==> src/hw/fce_pkg.sv <==
// Constants, register map and alarm encodings of the fault code output encoder.
// Assumes a 32-bit classic Wishbone slave port and a 25 MHz clock.
package fce_pkg;

  // Register byte offsets.
  localparam logic [7:0] ADR_STATUS = 8'h00;
  localparam logic [7:0] ADR_MASK   = 8'h04;
  localparam logic [7:0] ADR_LIMIT  = 8'h08;
  localparam logic [7:0] ADR_STATE  = 8'h0c;

  // Values after reset.
  localparam logic [31:0] LIMIT_RST = 32'h0000_0400;
  localparam logic [9:0]  MASK_RST  = 10'h000;

  // Alarm and warning source positions, lower index wins a tie.
  localparam int unsigned NSRC     = 10;
  localparam logic [3:0] S_ENC_PAR = 4'h0;
  localparam logic [3:0] S_ECHO    = 4'h1;
  localparam logic [3:0] S_TURNS   = 4'h2;
  localparam logic [3:0] S_POS_ERR = 4'h3;
  localparam logic [3:0] S_OPTION  = 4'h4;
  localparam logic [3:0] S_PHASE   = 4'h5;
  localparam logic [3:0] S_OVL     = 4'h6;
  localparam logic [3:0] S_REGEN   = 4'h7;
  localparam logic [3:0] S_OVL_W   = 4'h8;
  localparam logic [3:0] S_REGEN_W = 4'h9;

  // Sources that only a power cycle clears.
  localparam logic [9:0] NONRST    = 10'h003;
  // Sources that are alarms rather than warnings.
  localparam logic [9:0] ALARMS    = 10'h0ff;

  // Output codes {a, b, c}, a set bit means the transistor conducts.
  localparam logic [2:0] CODE_ENC  = 3'h5;
  localparam logic [2:0] CODE_POS  = 3'h6;
  localparam logic [2:0] CODE_OPT  = 3'h3;
  localparam logic [2:0] CODE_PHS  = 3'h2;
  localparam logic [2:0] CODE_OVL  = 3'h7;
  localparam logic [2:0] CODE_RGN  = 3'h1;
  localparam logic [2:0] CODE_OVLW = 3'h4;
  localparam logic [2:0] CODE_RGNW = 3'h2;
  localparam logic [2:0] CODE_NONE = 3'h0;

  typedef enum logic {FCE_NORMAL, FCE_ALARM} fce_state_t;

  function automatic logic [2:0] fce_code(input logic [3:0] idx);
    logic [2:0] c;
    c = CODE_NONE;
    unique case (idx)
      S_ENC_PAR, S_ECHO, S_TURNS: c = CODE_ENC;
      S_POS_ERR: c = CODE_POS;
      S_OPTION:  c = CODE_OPT;
      S_PHASE:   c = CODE_PHS;
      S_OVL:     c = CODE_OVL;
      S_REGEN:   c = CODE_RGN;
      S_OVL_W:   c = CODE_OVLW;
      S_REGEN_W: c = CODE_RGNW;
      default:   c = CODE_NONE;
    endcase
    return c;
  endfunction

  // Index of the lowest set bit, zero when none is set.
  function automatic logic [3:0] fce_first(input logic [9:0] v);
    logic [3:0] r;
    r = 4'h0;
    for (int i = NSRC - 1; i >= 0; i--)
      if (v[i])
        r = 4'(i);
    return r;
  endfunction

endpackage

==> src/hw/fce_sync.sv <==
// Three-stage input synchroniser with a two-stage agreement filter.
// Assumes each bit is a slow level from outside the clock domain.
`timescale 1ns/1ps
module fce_sync #(
  parameter int unsigned W = 1
) (
  input  wire logic         clk_i,
  input  wire logic         rst_i,
  input  wire logic [W-1:0] d_i,
  output logic      [W-1:0] q_o
);

  logic [W-1:0] s1_r, s2_r, s3_r, q_r;
  logic [W-1:0] q_nxt;

  // A bit only moves once the second and third stages agree.
  always_comb
  begin
    q_nxt = (s2_r & ~(s2_r ^ s3_r)) | (q_r & (s2_r ^ s3_r));
  end

  always_ff @(posedge clk_i)
  begin
    if (rst_i)
    begin
      s1_r <= '0;
      s2_r <= '0;
      s3_r <= '0;
      q_r  <= '0;
    end
    else
    begin
      s1_r <= d_i;
      s2_r <= s1_r;
      s3_r <= s2_r;
      q_r  <= q_nxt;
    end
  end

  assign q_o = q_r;

endmodule // fce_sync

==> src/hw/fce_irq.sv <==
// Sticky event status, interrupt mask and the level interrupt output.
// Assumes the clear mask carries exactly the bits that software has read.
`timescale 1ns/1ps
module fce_irq (
  input  wire logic       clk_i,
  input  wire logic       rst_i,
  input  wire logic [9:0] set_i,
  input  wire logic [9:0] clr_i,
  input  wire logic       mask_we_i,
  input  wire logic [9:0] mask_wd_i,
  output logic      [9:0] status_o,
  output logic      [9:0] mask_o,
  output logic            irq_o
);

  logic [9:0] status_r, status_nxt;
  logic [9:0] mask_r, mask_nxt;
  logic       irq_r, irq_nxt;

  // A new event in the clearing cycle survives the clear.
  always_comb
  begin
    status_nxt = (status_r & ~clr_i) | set_i;
    mask_nxt   = mask_we_i ? mask_wd_i : mask_r;
    irq_nxt    = |(status_nxt & mask_nxt);
  end

  always_ff @(posedge clk_i)
  begin
    if (rst_i)
    begin
      status_r <= '0;
      mask_r   <= fce_pkg::MASK_RST;
      irq_r    <= 1'b0;
    end
    else
    begin
      status_r <= status_nxt;
      mask_r   <= mask_nxt;
      irq_r    <= irq_nxt;
    end
  end

  assign status_o = status_r;
  assign mask_o   = mask_r;
  assign irq_o    = irq_r;

endmodule // fce_irq

==> src/hw/fce_encoder.sv <==
// Fault code output encoder: latches the first alarm and drives the code
// and summary transistors, with a Wishbone register port and an interrupt.
// Assumes detector levels arrive asynchronously and the error count is
// produced on clk_i.
//
// What this block does
// - Outputs are transistors; summary conducts normally, released on any alarm.
// - Faulty encoder parameters latch an alarm and release the summary output.
// - Multi-turn limit mismatch shows code ON OFF ON, summary OFF.
// - Error count above the limit register shows ON ON OFF, summary OFF.
// - Option unit detection failure shows OFF ON ON, summary OFF.
// - Missing supply phase shows OFF ON OFF, summary OFF.
// - Overload warning ON OFF OFF always precedes the overload alarm.
// - Regenerative warning OFF ON OFF always precedes the regenerative alarm.
// - Fault clear is ignored for non-resettable alarms; only reset clears them.
`timescale 1ns/1ps
module fce_encoder (
  input  wire logic        clk_i,
  input  wire logic        rst_i,
  input  wire logic        wb_cyc_i,
  input  wire logic        wb_stb_i,
  input  wire logic        wb_we_i,
  input  wire logic [7:0]  wb_adr_i,
  input  wire logic [3:0]  wb_sel_i,
  input  wire logic [31:0] wb_dat_i,
  output logic      [31:0] wb_dat_o,
  output logic             wb_ack_o,
  input  wire logic        cause_enc_param_i,
  input  wire logic        cause_echo_i,
  input  wire logic        cause_turn_limit_i,
  input  wire logic        cause_option_i,
  input  wire logic        cause_open_phase_i,
  input  wire logic        cause_ovl_warn_i,
  input  wire logic        cause_ovl_alarm_i,
  input  wire logic        cause_regen_warn_i,
  input  wire logic        cause_regen_alarm_i,
  input  wire logic [31:0] pos_err_count_i,
  input  wire logic        fault_clear_in_n_i,
  output logic             fault_code_bit_a_o,
  output logic             fault_code_bit_b_o,
  output logic             fault_code_bit_c_o,
  output logic             fault_summary_out_o,
  output logic             irq_o
);

  function automatic logic [31:0] wmerge(input logic [31:0] old,
                                         input logic [31:0] wd,
                                         input logic [3:0]  sel);
    logic [31:0] r;
    r = old;
    for (int i = 0; i < 4; i++)
      if (sel[i])
        r[8*i +: 8] = wd[8*i +: 8];
    return r;
  endfunction

  logic [8:0] pin_q;
  logic [9:0] status, mask;

  fce_sync #(.W(9)) u_sync (
    .clk_i (clk_i),
    .rst_i (rst_i),
    .d_i   ({~fault_clear_in_n_i, cause_regen_alarm_i, cause_regen_warn_i,
             cause_ovl_alarm_i, cause_ovl_warn_i, cause_open_phase_i,
             cause_option_i, cause_turn_limit_i, cause_echo_i}),
    .q_o   (pin_q)
  );

  // Encoder parameter fault has its own stage so it never aliases echo-back.
  logic enc_q;
  fce_sync #(.W(1)) u_sync_enc (
    .clk_i (clk_i),
    .rst_i (rst_i),
    .d_i   (cause_enc_param_i),
    .q_o   (enc_q)
  );

  logic clr_lvl, ovl_w_in, ovl_a_in, rgn_w_in, rgn_a_in;
  assign clr_lvl  = pin_q[8];
  assign rgn_a_in = pin_q[7];
  assign rgn_w_in = pin_q[6];
  assign ovl_a_in = pin_q[5];
  assign ovl_w_in = pin_q[4];

  // Alarm latch: holds the first alarm and drives the code outputs.
  fce_pkg::fce_state_t state_r, state_nxt;
  logic [3:0] idx_r, idx_nxt;
  logic       ovl_wd_r, ovl_wd_nxt, rgn_wd_r, rgn_wd_nxt;
  logic       rgn_seen_r, rgn_seen_nxt;
  logic       clr_d_r, clr_edge;
  logic [9:0] cond, cond_d_r, alarms;
  logic [31:0] limit_r, limit_nxt;
  logic [2:0] code_r, code_nxt;
  logic       summ_r, summ_nxt;

  assign clr_edge = clr_lvl & ~clr_d_r;

  always_comb
  begin
    ovl_wd_nxt = ovl_w_in | ovl_a_in;
    rgn_wd_nxt = rgn_w_in | rgn_a_in;
    // The overload warning outranks the regen warning on the pins, so the regen
    // alarm waits until its own warning code has really been shown once.
    rgn_seen_nxt = rgn_wd_r & (rgn_seen_r | (state_r == fce_pkg::FCE_NORMAL &&
                                             code_r == fce_pkg::CODE_RGNW));
    cond = '0;
    cond[fce_pkg::S_ENC_PAR] = enc_q;
    cond[fce_pkg::S_ECHO]    = pin_q[0];
    cond[fce_pkg::S_TURNS]   = pin_q[1];
    cond[fce_pkg::S_POS_ERR] = pos_err_count_i > limit_r;
    cond[fce_pkg::S_OPTION]  = pin_q[2];
    cond[fce_pkg::S_PHASE]   = pin_q[3];
    cond[fce_pkg::S_OVL]     = ovl_a_in & ovl_wd_r;
    cond[fce_pkg::S_REGEN]   = rgn_a_in & rgn_wd_r & rgn_seen_r;
    cond[fce_pkg::S_OVL_W]   = ovl_wd_r;
    cond[fce_pkg::S_REGEN_W] = rgn_wd_r;
    alarms    = cond & fce_pkg::ALARMS;
    state_nxt = state_r;
    idx_nxt   = idx_r;
    unique case (state_r)
      fce_pkg::FCE_NORMAL:
        if (|alarms)
        begin
          state_nxt = fce_pkg::FCE_ALARM;
          idx_nxt   = fce_pkg::fce_first(alarms);
        end
      fce_pkg::FCE_ALARM:
        // A clear seen while a cause still stands is dropped; the host clears again.
        // clear ignored / clear when cause gone
        if (clr_edge && !fce_pkg::NONRST[idx_r] && !(|alarms))
          state_nxt = fce_pkg::FCE_NORMAL;
    endcase
    summ_nxt = (state_nxt == fce_pkg::FCE_NORMAL);
    if (state_nxt == fce_pkg::FCE_ALARM)
      code_nxt = fce_pkg::fce_code(idx_nxt);
    else if (ovl_wd_nxt)
      code_nxt = fce_pkg::CODE_OVLW;
    else if (rgn_wd_nxt)
      code_nxt = fce_pkg::CODE_RGNW;
    else
      code_nxt = fce_pkg::CODE_NONE;
  end

  // Wishbone slave with a one-cycle registered answer.
  logic        ack_r, ack_nxt;
  logic [31:0] dat_r, dat_nxt;
  logic [9:0]  clr_mask;
  logic        mask_we, req, wr;
  logic [31:0] mask_w;

  assign req    = wb_cyc_i & wb_stb_i;
  assign wr     = req & ack_r & wb_we_i;
  assign mask_w = wmerge({22'h0, mask}, wb_dat_i, wb_sel_i);

  always_comb
  begin
    ack_nxt   = req & ~ack_r;
    dat_nxt   = dat_r;
    limit_nxt = limit_r;
    mask_we   = 1'b0;
    clr_mask  = '0;
    if (ack_nxt)
    begin
      unique case (wb_adr_i)
        fce_pkg::ADR_STATUS: dat_nxt = {22'h0, status};
        fce_pkg::ADR_MASK:   dat_nxt = {22'h0, mask};
        fce_pkg::ADR_LIMIT:  dat_nxt = limit_r;
        fce_pkg::ADR_STATE:  dat_nxt = {23'h0, state_r == fce_pkg::FCE_ALARM,
                                        idx_r, code_r, summ_r};
        default:             dat_nxt = 32'h0;
      endcase
    end
    // Only the bits handed out are cleared, so later events stay pending.
    if (req && ack_r && !wb_we_i && wb_adr_i == fce_pkg::ADR_STATUS)
      clr_mask = dat_r[9:0];
    if (wr && wb_adr_i == fce_pkg::ADR_MASK)
      mask_we = 1'b1;
    if (wr && wb_adr_i == fce_pkg::ADR_LIMIT)
      limit_nxt = wmerge(limit_r, wb_dat_i, wb_sel_i);
  end

  fce_irq u_irq (
    .clk_i     (clk_i),
    .rst_i     (rst_i),
    .set_i     (cond & ~cond_d_r),
    .clr_i     (clr_mask),
    .mask_we_i (mask_we),
    .mask_wd_i (mask_w[9:0]),
    .status_o  (status),
    .mask_o    (mask),
    .irq_o     (irq_o)
  );

  always_ff @(posedge clk_i)
  begin
    if (rst_i)
    begin
      state_r  <= fce_pkg::FCE_NORMAL;
      idx_r    <= 4'h0;
      ovl_wd_r <= 1'b0;
      rgn_wd_r <= 1'b0;
      rgn_seen_r <= 1'b0;
      clr_d_r  <= 1'b0;
      cond_d_r <= '0;
      limit_r  <= fce_pkg::LIMIT_RST;
      code_r   <= fce_pkg::CODE_NONE;
      summ_r   <= 1'b1;
      ack_r    <= 1'b0;
      dat_r    <= 32'h0;
    end
    else
    begin
      state_r  <= state_nxt;
      idx_r    <= idx_nxt;
      ovl_wd_r <= ovl_wd_nxt;
      rgn_wd_r <= rgn_wd_nxt;
      rgn_seen_r <= rgn_seen_nxt;
      clr_d_r  <= clr_lvl;
      cond_d_r <= cond;
      limit_r  <= limit_nxt;
      code_r   <= code_nxt;
      summ_r   <= summ_nxt;
      ack_r    <= ack_nxt;
      dat_r    <= dat_nxt;
    end
  end

  assign fault_code_bit_a_o  = code_r[2];
  assign fault_code_bit_b_o  = code_r[1];
  assign fault_code_bit_c_o  = code_r[0];
  assign fault_summary_out_o = summ_r;
  assign wb_ack_o            = ack_r;
  assign wb_dat_o            = dat_r;

  logic alarm_st;
  assign alarm_st = (state_r == fce_pkg::FCE_ALARM);
endmodule // fce_encoder

==> config.mk <==
export PLATFORM = sky130hd
export DESIGN_NAME = fce_encoder
export DESIGN_NICKNAME = d
export VERILOG_FILES = /design/src/hw/fce_pkg.sv /design/src/hw/fce_sync.sv /design/src/hw/fce_irq.sv /design/src/hw/fce_encoder.sv
export SDC_FILE = /design/constraint.sdc
export NUM_CORES = 1
export LEC_CHECK = 0
export ABC_CLOCK_PERIOD_IN_PS = 4200
export BUFFER_PORTS_ARGS = -buffer_cell sky130_fd_sc_hd__buf_2
export CORE_MARGIN = 4
export CORE_UTILIZATION = 55
export DETAILED_ROUTE_END_ITERATION = 12
export GPL_ROUTABILITY_DRIVEN = 0
export PLACE_DENSITY = 0.81
export SYNTH_ARGS = -nofsm -noshare
export SYNTH_HDL_FRONTEND = slang
export SYNTH_SLANG_ARGS = --single-unit
==> constraint.sdc <==
create_clock -name clk_i -period 4.2 [get_ports clk_i]
set_input_delay 0.63 -clock clk_i [delete_from_list [all_inputs] [get_ports clk_i]]
set_output_delay 0.63 -clock clk_i [all_outputs]
set_load 0.1 [all_outputs]
Word-level counts from Yosys, hierarchy flattened
Memories as Yosys holds them, arrays and structs flattened. A register that Yosys moved wholly into a read port is not among the register bits. Cells that the tools add are included. Widths: inputs -> output; s select.

Bits in registers: 149. Memory bits (read-only): 64. Word-level logic and storage cells: 109. Memories: 2.

Order comparisons: 2. Equality and inequality tests: 4. Multiplexer cells: 24. Bitwise gates (word level): 33. Reductions and logical operators: 18.

Memories: (name not given) (words 16, width 3, rd ports 1, clocked after memory_dff 0, wr ports 0, RTL line fce_pkg.sv:49) `unique case (idx)`; (name not given) (words 16, width 1, rd ports 1, clocked after memory_dff 1, wr ports 0, RTL line fce_encoder.sv:130) `if (clr_edge && !fce_pkg::NONRST[idx_r] && !(|alarms))`.

Operator list (count): $pmux 32 s4 (1); $mux 4 (10); $gt 32x32->1 (1); $and 10x10->10 (3); $mux 10 (2); $not 10->10 (2); $and 9x9->9 (2); $eq 8x4->1 const B (2); $and 1x1->1 (11); $or 10x10->10 (1); $reduce_or 10->1 (1); $mux 3 (3); $not 9->9 (1); $or 9x9->9 (1); $xor 9x9->9 (1); $eq 8x3->1 const B (1); $logic_and 1x1->1 (8); $logic_not 8->1 (1); $mux 8 (1); $reduce_and 2->1 (4); $reduce_or 8->1 (1); $not 1->1 (6); $lt 4x5->1 const B (1); $mux 1 (4); 6 further kinds (12).

Logic depth before layout (Yosys ltp)
Gate-level depths: netlist of the first run. An unclocked memory read counts as a cell.

Word-level depth: 14. Depth in mapped cells: 12. Mapped depth without buffers: 11.

Hierarchy
Synthesis of the first run repeated with hierarchy kept, for this count alone.

Cell total of the unflattened synthesis: 709. Area, all modules: 6406.1 um2.

By module, submodules not included: fce_encoder (instances 1, cells an instance 526, area an instance 4456.8 um2, seq. area each 1781.7 um2); fce_sync (u_sync) (instances 1, cells an instance 93, area an instance 1062.3 um2, seq. area each 720.7 um2); fce_irq (instances 1, cells an instance 80, area an instance 774.5 um2, seq. area each 420.4 um2); fce_sync (u_sync_enc) (instances 1, cells an instance 10, area an instance 112.6 um2, seq. area each 80.1 um2).

Worst setup path before layout of the first run
OpenSTA, ideal clock, no wires.

Path type: in2reg. Start: in pos_err_count_i[21]. End: reg code_r[1]. Data arrival time: 3.064 ns. Setup slack: 1.009 ns. Cell stages on the path: 11. Buffers on the path: 1. Cells stage by stage: ha_1 -> a21o_1 -> nand3_2 -> a211oi_1 -> or4_4 -> or3_1 -> and3_1 -> buf_6 -> nor2b_4 -> a32o_1 -> or3_1.

Longest elaborated chain between the ends: 9.

RTL lines: from (decl) (RTL line fce_encoder.sv:37) `input wire logic [31:0] pos_err_count_i,`; $gt 32x32->1 (*) (RTL line fce_encoder.sv:110) `cond[fce_pkg::S_POS_ERR] = pos_err_count_i > limit_r;`; $mux 4 (4 in a row) (RTL line fce_pkg.sv:68) `if (v[i])`; $mux 4 (RTL line fce_encoder.sv:122) `if (|alarms)`; $mux 4 (RTL line fce_encoder.sv:120) `unique case (state_r)`; $mem_v2 16x3; $mux 3 (*) (RTL line fce_encoder.sv:134) `if (state_nxt == fce_pkg::FCE_ALARM)`; to (signal assigned) (RTL line fce_encoder.sv:206) `code_r <= fce_pkg::CODE_NONE;`; to (signal assigned) (RTL line fce_encoder.sv:221) `code_r <= code_nxt;`; to (decl) (RTL line fce_encoder.sv:93) `logic [2:0] code_r, code_nxt;`.

Mark *: on every way between the ends. The rest lies on a longest branch, timed or not. A chain may end at the register's enable or synchronous reset.

Worst setup path after layout of the first run
Start: reg limit_r[30]. End: reg code_r[1].

Longest elaborated chain between the ends: 9.

RTL lines: from (decl) (RTL line fce_encoder.sv:92) `logic [31:0] limit_r, limit_nxt;`; from (signal assigned) (RTL line fce_encoder.sv:205) `limit_r <= fce_pkg::LIMIT_RST;`; from (signal assigned) (RTL line fce_encoder.sv:220) `limit_r <= limit_nxt;`; $gt 32x32->1 (*) (RTL line fce_encoder.sv:110); $mux 4 (4 in a row) (RTL line fce_pkg.sv:68); $mux 4 (RTL line fce_encoder.sv:122); $mux 4 (RTL line fce_encoder.sv:120); $mem_v2 16x3; $mux 3 (*) (RTL line fce_encoder.sv:134).

Marks and branches as above.

==> results of run 1 <==
where the power goes:
part	internal, mW	switching, mW	total [mW]	leakage, nW
Sequential	1.45	0.0160	1.46	1.22
Clock	0.769	0.622	1.39	0.267
Combinational	0.0839	0.131	0.215	1.85
Total	2.30	0.769	3.07	3.33
logic make-up (layout without fill, tap and decap cells):
family                     after synthesis  after routing  synth area share [%]
buffers and inverters                   66            201                  4.09
xor gates and xnor gates                 1              1                 0.140
and+or+nand+nor                        248            248                  19.4
adders and majority gates               32             32                  6.42
AOI/OAI and AO/OA                      124            124                  13.1
muxes                                   43             43                  8.72
DFF                                    150            150                  48.1
worst max-delay path by stage:
| stage | depth (start not counted) | to | startpoint | slack, ns |
|---|---|---|---|---|
| final | 10 | code_r[1] | limit_r[30] | 0.70 |
| after global routing | 10 | code_r[1] | limit_r[27] | 0.56 |
| after CTS | 10 | code_r[1] | limit_r[27] | 0.78 |
| after detailed placement | 10 | code_r[1] | pos_err_count_i[31] | 0.50 |
| after global placement | 10 | code_r[1] | pos_err_count_i[31] | 0.65 |
| after floorplan | 11 | code_r[1] | pos_err_count_i[21] | 1.01 |
sequential cells by signal (all words and copies together), names as in the netlist, 3 cells and up, named ones only:
signal,cells
u_sync.s1_r,9
limit_r,32
cond_d_r,10
u_sync.s2_r,9
u_irq.mask_o,10
wb_dat_o,32
u_irq.status_o,10
u_sync.s3_r,9
idx_r,4
code_r,3
metal layers:
| metal | GRT usage [%] | vias up | wire, um |
|---|---|---|---|
| li1 | - | 2559 | - |
| met5 | 0 | - | 0 |
| met2 | 40.7 | 208 | 7590 |
| met1 | 27.7 | 2479 | 6160 |
| met3 | 5.29 | 48 | 1170 |
| met4 | 9.50 | 0 | 441 |
cells in the final DEF, fill, tap and decap left out, types with 7 or more instances in the layout:
cell type,instances
a21oi_1,40
a22oi_1,32
buf_2,127
clkbuf_16,17
dfxtp_1,150
ha_1,32
inv_1,36
mux2i_1,33
mux4_2,9
nand2_1,50
nand3_1,17
nor2_1,95
nor2b_1,46
nor3_1,7
o21ai_0,18
cell type report:
class / instances / area, sq um / share of cell area (%)
timing repair buffer: 133 / 681 / 9.03
inverter: 36 / 135 / 1.79
clock inverter: 15 / 120 / 1.59
sequential: 150 / 3000 / 39.9
clock buffer: 17 / 425 / 5.65
multi-input combinational: 448 / 3000 / 39.8
tap: 140 / 175 / 2.32
==> metrics.md, run 1 <==
| Metric | Value |
|---|---|
| CTS root buffer | `clkbuf_16` |
| Async set or reset register ratio after synthesis | `0%` |
| Number of buffer cells added on primary ports | `128` |
| Post-Route Utilization | `68.6%` |
| Most common cell in the synthesized netlist | `dfxtp_1` |
| Fin Hold WS | `0.360 ns` |
| Type of destination of the critical path | `register` |
| Number of DRC violations after detailed routing | `0` |
| Hold buffers post-CTS | `0` |
| Worst Hold End | `u_sync.s1_r[8]` |
| Count of buffer and inverter cells on the critical path | `1` |
| Post-detailed-route via-to-cell ratio | `5.64` |
| CTS tree | `built` |
| Worst relative slew slack | `39.7%` |
| Number of vias in the routed layout | `5294` |
| Antenna fix cells | `0` |
| Aggregate negative setup slack | `0 ns` |
| Share of the synthesized area in the top cell type | `48.1%` |
| Layout overhead on the synthesized area | `20.7%` |
| Final clock period utilization by the worst path | `83.4%` |
| Minimum clock period | `3.50 ns` |
| Number of fillers in the final layout | `835` |
| Slowest stage delay, CP | `0.64 ns` |
| CP required | `4.49 ns` |
| Clock edge transition at the registers on the reported setup and hold paths | `0.06 ns` |
| Largest fanout of any net on the critical path | `7` |
| Mapped Cells | `664` |
| Number of max-slew violations in the final report | `0` |
| Number of rows created at floorplan | `38` |
| Number of placed I/O pins | `129` |
| Global-route total usage across every layer | `23.4%` |
| Cell area after placement | `6990 sq um` |
| Setup slack on the worst flop-to-flop path | `0.70 ns` |
| Remaining antenna violation count | `0` |
| IR Drop Worst-Case VDD | `0.000258 V` |
| PnR worst setup slack | `0.698 ns` |
| Final global-route overflow total | `0` |
| Setup-violating endpoint count in the final report | `0` |
| CTS HTree Levels | `4` |
| Class of the most critical setup path | `reg2reg` |
| Startpoint of the most critical hold path | `fault_clear_in_n_i` |
| CTS max path bufs | `2` |
| Initial Utilization | `56.8%` |
| Number of antenna violations at the first check in global routing | `0` |
| Flip-flop and latch count after synthesis | `150` |
| Max Fclk | `286 MHz` |
| YS warnings | `0` |
| Overall routed net length | `15400 um` |
| Average wire per standard cell | `16.4 um` |
| Status | `completed` |
| WP data arrival | `3.79 ns` |
| Count of cell types in the netlist | `57` |
| Post-cts gate resize count | `0` |
| Post-synth design cell area | `6240 sq um` |
| Placed Cells | `907` |
| TritonRoute pass-1 iters | `5` |
| Number of nets at the end of the flow | `909` |
| Source of the worst register-to-register timing path | `limit_r[30]` |
| List of most frequent post-synthesis cells | `dfxtp_1 (150), nor2_1 (95), nand2_1 (50)` |
| Syn avg cell area | `9.40 sq um` |
| Cells taking the most area after synthesis | `dfxtp_1 (48%), ha_1 (6.4%), nor2_1 (5.7%)` |
| Post-CTS setup buffer count | `0` |
| Net Count, Synth | `787` |
| First-pass GRT wire length | `24400 um` |
| Fraction of layout instances using a drive strength above 1 | `23.2%` |
| Post-synth top area cell | `dfxtp_1` |
| Leading register cell type out of synthesis | `dfxtp_1` |
| Non-filler cells, final | `939` |
| Largest net degree at the start of global routing | `95` |
| Maximum Capacitance Violations | `0` |
| Fraction of the yosys area taken by sequential cells | `48.1%` |
| Startpoint type of the worst setup path | `register` |
| Reg-to-reg endpoint | `code_r[1]` |
| Placeable core area | `11000 sq um` |
| Die X-Extent | `115 um` |
| Skew-Pair Late Insertion Delay | `0.41 ns` |
| Area of all placed cells without fillers | `7530 sq um` |
| Slew at the pin closest to its max-slew limit | `0.901 ns` |
| Total die area | `13100 sq um` |
| Hold violation count in the final report | `0` |
| Count of flip-flops with a built-in enable after synthesis | `0` |
| Depth of the most critical reg-to-reg path | `10` |
| Placement Setup Slack | `0.501 ns` |
| Unrepaired setup endpoints after global routing | `false` |
| Cell depth of the worst hold path | `2` |
| Total power | `3.07 mW` |
| Initial DRC count | `358` |
| Setup Skew | `0.00942 ns` |
| Library cell contributing the largest single delay on the critical path | `a221oi_1` |
| Type of the tightest min-delay check | `in2reg` |
| DIE HEIGHT | `115 um` |
| Number of clock sinks | `150` |
| Category of cells accounting for the largest share of critical-path delay | `compound AO/OA/AOI/OAI gates` |
| Worst-path cell chain | `inv_1, ha_1, nand4_2, nor4_2, o41a_1, nor3_1, a221oi_1, nor2b_1, a32o_1, or3_1` |
| Number of clock buffers inserted by TritonCTS | `17` |
| DP Wirelength | `11200 um` |
| Power per unit of standard cell area | `407 nW/um^2` |
| Vias in the first global route | `5192` |
| LEAKAGE | `3.33 nW` |
Power figures use the tool's default switching activity.
==> run 2: changes to the inputs <==
ABC_CLOCK_PERIOD_IN_PS = 3300   (was 4200)
clock period = 3.3 ns   (was 4.2 ns; I/O delays follow)
==> run 2 against run 1 <==
Compared with the run above: routed wire length grew 2.2%; register-to-register slack lost 0.58 ns; total power grew 33%; largest power group is now the clock network; utilization rose by 1.3 points; clock skew shrank 0.0015 ns; combinational power grew 31%; non-clock buffer count is 11 higher; count of clock-buffer cells in the layout grew 3.
==> metrics.md, run 2 (synthesis results as in run 1) <==
| Metric | Value |
|---|---|
| Status | `completed` |
| Number of vias in the routed layout | `5393 (+1.9%)` |
| Non-filler cells, final | `950 (+1.2%)` |
| Clock edge transition at the registers on the reported setup and hold paths | `0.06 ns (about the same)` |
| Type of the tightest min-delay check | `in2reg` |
| Initial DRC count | `365 (+2.0%)` |
| Final global-route overflow total | `0 (unchanged)` |
| Maximum Capacitance Violations | `0 (unchanged)` |
| Skew-Pair Late Insertion Delay | `0.42 ns (about the same)` |
| Die X-Extent | `115 um (unchanged)` |
| Setup-violating endpoint count in the final report | `0 (unchanged)` |
| WP data arrival | `3.47 ns (-0.32 ns)` |
| Placement Setup Slack | `-0.0355 ns (-0.536 ns)` |
| CTS HTree Levels | `4 (unchanged)` |
| Placeable core area | `11000 sq um (unchanged)` |
| DIE HEIGHT | `115 um (unchanged)` |
| Clock network fraction of design power | `47.3% (+2.0 points)` |
| Number of placed I/O pins | `129 (unchanged)` |
| Number of buffer cells added on primary ports | `128 (unchanged)` |
| Power per unit of standard cell area | `530 nW/um^2 (+30%)` |
| Fraction of power spent switching nets | `22.3% (-2.8 points)` |
| Remaining antenna violation count | `0 (unchanged)` |
| Number of nets at the end of the flow | `920 (+1.2%)` |
| Number of clock buffers inserted by TritonCTS | `17 (unchanged)` |
| Final clock period utilization by the worst path | `96.4% (+13 points)` |
| Minimum clock period | `3.18 ns (-0.322 ns)` |
| Class of the most critical setup path | `reg2reg` |
| Total power | `4.07 mW (+33%)` |
| Cell area after placement | `7050 sq um (+0.86%)` |
| Hold buffers post-CTS | `0 (unchanged)` |
| Slowest stage delay, CP | `0.47 ns (-0.17 ns)` |
| Number of rows created at floorplan | `38 (unchanged)` |
| Hold violation count in the final report | `0 (unchanged)` |
| Most common cell type on the critical path | `or3_1` |
| Switching component of the power | `0.907 mW (+18%)` |
| CTS root buffer | `clkbuf_16` |
| Int Power | `3.16 mW (+37%)` |
| Placed Cells | `915 (+0.88%)` |
| Layout overhead on the synthesized area | `23.0%` |
| Worst-path cell chain | `inv_1, ha_1, nand4_1, nor2_1, a22o_1, o41a_1, or3_1, and3_2, nor2b_4, a32o_1, or3_1` |
| Fraction of layout instances using a drive strength above 1 | `24.4% (+1.3 points)` |
| IR Drop Worst-Case VDD | `0.000320 V (+24%)` |
| Count of buffer and inverter cells on the critical path | `1 (unchanged)` |
| Startpoint type of the worst setup path | `register` |
| Vias in the first global route | `5289 (+1.9%)` |
| Sequential share of power | `45.8% (-1.8 points)` |
| Number of clock sinks | `150 (unchanged)` |
| CTS max path bufs | `2 (unchanged)` |
| CTS tree | `built` |
| Number of fillers in the final layout | `817 (-2.2%)` |
| PnR worst setup slack | `0.120 ns (-0.578 ns)` |
| Area of all placed cells without fillers | `7670 sq um (+1.9%)` |
| LEAKAGE | `3.40 nW (+2.3%)` |
| Number of max-slew violations in the final report | `0 (unchanged)` |
| Type of destination of the critical path | `register` |
| Aggregate negative setup slack | `0 ns (unchanged)` |
| Most frequent cells in the layout | `dfxtp_1 (147), buf_2 (127), nor2_1 (95)` |
| Antenna fix cells | `0 (unchanged)` |
| Largest net degree at the start of global routing | `52 (-45%)` |
| DP Wirelength | `11400 um (+1.8%)` |
| Number of DRC violations after detailed routing | `0 (unchanged)` |
| TritonRoute pass-1 iters | `5 (unchanged)` |
| Library cell contributing the largest single delay on the critical path | `o41a_1` |
| Worst relative slew slack | `42.7% (+3.0 points)` |
| Most common cell after layout, fill and taps aside | `dfxtp_1` |
| Overall routed net length | `15700 um (+2.2%)` |
| Initial Utilization | `56.8% (unchanged)` |
| Global-route total usage across every layer | `24.0% (+0.65 points)` |
| Largest fanout of any net on the critical path | `6 (-1)` |
| Unrepaired setup endpoints after global routing | `false` |
| Max Fclk | `314 MHz (+10%)` |
| Number of antenna violations at the first check in global routing | `0 (unchanged)` |
| Total die area | `13100 sq um (unchanged)` |
| Slew at the pin closest to its max-slew limit | `0.856 ns (-0.0445 ns)` |
| Post-detailed-route via-to-cell ratio | `5.68 (+0.69%)` |
| Comb pwr share | `6.9% (about the same)` |
| First-pass GRT wire length | `25000 um (+2.3%)` |
| CP required | `3.59 ns (-0.90 ns)` |
| Setup Skew | `0.00789 ns (-0.00153 ns)` |
| Category of cells accounting for the largest share of critical-path delay | `simple AND/OR/NAND/NOR gates` |
| Average wire per standard cell | `16.5 um (+0.97%)` |
[run 2: cell types whose count changed in the layout (fill, tap and decap cells not counted)]
cell       change
and3_2         +1
clkbuf_8       +1
inv_6          -5
dfxtp_1        -3
dfxtp_2        +3
bufinv_16      +3
clkbuf_1       +2
buf_4         +11
clkinv_4       -1
clkinv_2       +1
inv_8          -1
and3_1         -1
[run 2: cell type report]
cell class / instances / area [sq um] / share of cell area, %
clock buffers: 20 / 447 / 5.82
clock inverters: 12 / 151 / 1.97
inverters: 36 / 135 / 1.76
multi-input cells: 448 / 3000 / 39.0
flip-flops and latches: 150 / 3010 / 39.2
well taps: 140 / 175 / 2.28
repair buffers: 144 / 763 / 9.94
[run 2: metrics by stage]
step | hold WS (ns) | utilization (%)
2_1_floorplan | 0.414 | -
3_3_place_gp | 0.420 | 64.2
3_5_place_dp | 0.425 | 64.2
4_1_cts | 0.210 | 69.6
5_1_grt | 0.227 | 69.9
6_report | 0.221 | 69.9
[run 2: metal layers]
metal | routed length, um | vias up | GRT usage (%)
li1 | - | 2587 | -
met1 | 6170 | 2537 | 28.2
met2 | 7880 | 213 | 41.4
met3 | 1130 | 56 | 5.81
met4 | 521 | 0 | 10.8
met5 | 0 | - | 0
[run 2: power by group through the flow]
stage	clock network [mW]	registers (mW)	logic, mW
after CTS	1.95	1.86	0.279
after floorplan	0	1.93	0.140
after global placement	0	1.90	0.266
after detailed placement	0	1.90	0.276
after global routing	2.03	1.86	0.306
final	1.92	1.86	0.281
[run 2: repair_timing]
action	CTS	global route
buffers inserted	0	3
endpoints found under the hold margin	0	0
setup endpoints to repair	0	2
gates resized for setup	0	4
[run 2: worst register-to-register path, cell delays in order (launching register included)]
cell     delay, ns
dfxtp_1       0.38
inv_1         0.07
ha_1          0.28
nand4_1       0.19
nor2_1        0.08
a22o_1        0.20
o41a_1        0.47
or3_1         0.39
and3_2        0.25
nor2b_4       0.14
a32o_1        0.24
or3_1         0.36
[run 2: path summary, 6_finish.rpt]
check / endpoint / slack (ns) / startpoint / cells after the start
worst min register to register: u_sync.s2_r[2] / 0.43 / u_sync.s1_r[2] / 1
worst max-delay path: code_r[1] / 0.12 / limit_r[12] / 11
worst max register to register: code_r[1] / 0.12 / limit_r[12] / 11
worst min-delay path: u_sync.s1_r[8] / 0.22 / fault_clear_in_n_i / 2
==> run 3: changes to the inputs <==
SKIP_CTS_REPAIR_TIMING = 1   (was not set)
SYNTH_HIERARCHICAL = 1   (was not set)
==> run 3 against run 2 <==
Compared with the run above: sequential share of layout area is 0.45 points lower; combinational power is 2% lower; synthesized cell count is 6.8% higher; critical path type unchanged; sequential power hardly changed; routed wire length hardly changed; utilization is 2.0 points lower; critical path depth stayed put; maximum frequency is 2.9% higher; hold slack better by 0.072 ns.
==> metrics.md, run 3 <==
| Metric | Value |
|---|---|
| Status | `completed` |
| DIE HEIGHT | `116 um (+1.2%)` |
| Number of fillers in the final layout | `878 (+7.5%)` |
| Share of the synthesized area in the top cell type | `46.9% (-1.2 points)` |
| Minimum clock period | `3.09 ns (-0.0895 ns)` |
| Number of max-slew violations in the final report | `0 (unchanged)` |
| Setup Skew | `0.0108 ns (+0.00295 ns)` |
| Startpoint of the most critical hold path | `cause_enc_param_i` |
| Number of antenna violations at the first check in global routing | `0 (unchanged)` |
| Async set or reset register ratio after synthesis | `0% (unchanged)` |
| Setup-violating endpoint count in the final report | `0 (unchanged)` |
| Int Power | `3.09 mW (-2.3%)` |
| Number of placed I/O pins | `129 (unchanged)` |
| Net Count, Synth | `832 (+5.7%)` |
| Startpoint type of the worst setup path | `register` |
| Remaining antenna violation count | `0 (unchanged)` |
| Number of DRC violations after detailed routing | `0 (unchanged)` |
| Overall routed net length | `15700 um (about the same)` |
| Vias in the first global route | `5395 (+2.0%)` |
| Source of the worst register-to-register timing path | `limit_r[31]` |
| Mapped Cells | `709 (+6.8%)` |
| Reg-to-reg endpoint | `code_r[1]` |
| Cells taking the most area after synthesis | `dfxtp_1 (47%), ha_1 (6.3%), nand2_1 (5.4%)` |
| Class of the most critical setup path | `reg2reg` |
| Flip-flop and latch count after synthesis | `150 (unchanged)` |
| Sequential share of power | `46.3% (+0.5 points)` |
| Fraction of power spent switching nets | `23.1% (+0.80 points)` |
| Slew at the pin closest to its max-slew limit | `0.897 ns (+0.0410 ns)` |
| Number of clock sinks | `150 (unchanged)` |
| Layout overhead on the synthesized area | `21.0%` |
| Maximum Capacitance Violations | `0 (unchanged)` |
| WP data arrival | `3.38 ns (-0.09 ns)` |
| Final clock period utilization by the worst path | `93.7% (-2.7 points)` |
| Non-filler cells, final | `992 (+4.4%)` |
| Switching component of the power | `0.928 mW (+2.3%)` |
| Depth of the most critical reg-to-reg path | `11 (unchanged)` |
| Most common cell after layout, fill and taps aside | `dfxtp_1` |
| Worst relative slew slack | `40.0% (-2.7 points)` |
| Hold violation count in the final report | `0 (unchanged)` |
| List of most frequent post-synthesis cells | `dfxtp_1 (150), nand2_1 (92), nor2_1 (75)` |
| Max Fclk | `324 MHz (+2.9%)` |
| Timing startpoint of the critical path | `limit_r[31]` |
| Average wire per standard cell | `15.8 um (-4.3%)` |
| Post-synth top area cell | `dfxtp_1` |
| Largest net degree at the start of global routing | `87 (+67%)` |
| CTS root buffer | `clkbuf_16` |
| Final global-route overflow total | `0 (unchanged)` |
| Placed Cells | `960 (+4.9%)` |
| IR Drop Worst-Case VDD | `0.000395 V (+24%)` |
| Number of clock buffers inserted by TritonCTS | `17 (unchanged)` |
| TritonRoute pass-1 iters | `6 (+1)` |
| Antenna fix cells | `0 (unchanged)` |
| Skew-Pair Late Insertion Delay | `0.41 ns (about the same)` |
| Most common cell in the synthesized netlist | `dfxtp_1` |
| Count of cell types in the netlist | `54 (-5.3%)` |
| CTS tree | `built` |
| Post-Route Utilization | `67.9% (-2.0 points)` |
| Unrepaired setup endpoints after global routing | `false` |
| Initial DRC count | `454 (+24%)` |
| Number of rows created at floorplan | `39 (+2.6%)` |
| Setup slack on the worst flop-to-flop path | `0.21 ns (+0.09 ns)` |
| Number of buffer cells added on primary ports | `128 (unchanged)` |
| Die X-Extent | `116 um (+1.2%)` |
| Most frequent cells in the layout | `dfxtp_1 (150), buf_2 (127), nand2_1 (92)` |
| Met2 layer wire length in the routed design | `7420 um (-5.9%)` |
| Post-detailed-route via-to-cell ratio | `5.55 (-2.2%)` |
| Number of nets at the end of the flow | `959 (+4.2%)` |
| Initial Utilization | `56.1% (-0.72 points)` |
| Leading register cell type out of synthesis | `dfxtp_1` |
| CP required | `3.59 ns (about the same)` |
| Syn avg cell area | `9.04 sq um (-3.9%)` |
| Clock edge transition at the registers on the reported setup and hold paths | `0.06 ns (about the same)` |
| Type of destination of the critical path | `register` |
| Clock network fraction of design power | `46.9% (-0.4 points)` |
| Largest fanout of any net on the critical path | `6 (unchanged)` |
| Critical Path Sink | `code_r[1]` |
| Global-route total usage across every layer | `23.9% (-0.064 points)` |
| Total die area | `13400 sq um (+2.5%)` |
| LEAKAGE | `3.16 nW (-7.1%)` |
| Number of vias in the routed layout | `5506 (+2.1%)` |
| Count of flip-flops with a built-in enable after synthesis | `0 (unchanged)` |
| Detailed route wirelength on metal3 | `1320 um (+17%)` |
| Comb pwr share | `6.8% (about the same)` |
| YS warnings | `6 (+6)` |
| Max Used Layer | `met4` |
| First-pass GRT wire length | `25200 um (+1.1%)` |
| Fraction of the yosys area taken by sequential cells | `46.9% (-1.2 points)` |
| Type of the tightest min-delay check | `in2reg` |
| CTS max path bufs | `2 (unchanged)` |
| Power per unit of standard cell area | `518 nW/um^2 (-2.3%)` |
| Placeable core area | `11400 sq um (+4.0%)` |
| CTS HTree Levels | `4 (unchanged)` |
| DP Wirelength | `11800 um (+3.1%)` |
| Post-synth design cell area | `6410 sq um (+2.6%)` |
| Fraction of layout instances using a drive strength above 1 | `24.3% (-0.18 points)` |
| Routed length on met1 | `6410 um (+4.0%)` |
| Aggregate negative setup slack | `0 ns (unchanged)` |
-- run 3: cell type report --
class	instances	area [sq um]	area share [%]
multi-input combinational	483	3090	39.9
sequential	150	3000	38.7
inverter	47	176	2.28
timing repair buffer	137	711	9.17
tap	143	179	2.31
clock inverter	14	151	1.95
clock buffer	18	439	5.66
-- run 3: worst min path at each step --
stage	endpoint	slack (ns)	cells past startpoint
final	u_sync_enc/s1_r	0.29	2
after global routing	u_sync/s1_r[3]	0.29	2
after CTS	u_sync/s1_r[1]	0.28	2
after detailed placement	u_sync/s2_r[5]	0.42	1
after global placement	u_sync/s2_r[4]	0.42	1
after floorplan	u_sync/s2_r[0]	0.41	1
-- run 3: per-layer routing --
metal | vias up | GRT usage (%)
li1 | 2685 | -
met1 | 2544 | 29.4
met2 | 229 | 38.5
met3 | 48 | 6.84
met4 | 0 | 12.2
met5 | - | 0
-- run 3: power groups by stage --
stage | Sequential, mW | Combinational, mW | Clock [mW]
2_1_floorplan | 1.92 | 0.140 | 0
3_3_place_gp | 1.90 | 0.258 | 0
3_5_place_dp | 1.90 | 0.271 | 0
4_1_cts | 1.86 | 0.272 | 1.91
5_1_grt | 1.86 | 0.300 | 2.01
6_report | 1.86 | 0.274 | 1.88
-- run 3: cell families (layout without fill, tap and decap cells) --
logic type / after synthesis / after routing / share of synthesized area, %
flops: 150 / 150 / 46.9
compound gates: 148 / 148 / 14.6
buf+inv: 76 / 216 / 4.94
mux: 33 / 33 / 7.11
xor+xnor: 1 / 1 / 0.137
simple gates: 269 / 269 / 20.1
fa+ha+maj: 32 / 32 / 6.25
-- run 3: critical path, stage by stage, from the launching register on --
cell and delay, ns:
dfxtp_1 0.36, inv_1 0.07, ha_1 0.31, nand4_1 0.18, nor4_1 0.47, inv_1 0.11
a311oi_2 0.35, nor2_2 0.14, a31o_2 0.25, mux2i_1 0.31, mux2i_1 0.31, o211ai_2 0.11
-- run 3: per-stage QoR --
stage	power [mW]	setup WS (ns)	cell area, sq um	hold WS, ns
after CTS	4.04	0.238	7750	0.278
after global placement	2.15	0.218	7160	0.419
after global routing	4.17	0.0544	7750	0.291
after detailed placement	2.17	0.0895	7160	0.422
after floorplan	2.06	0.434	6410	0.414
final	4.02	0.209	7750	0.293
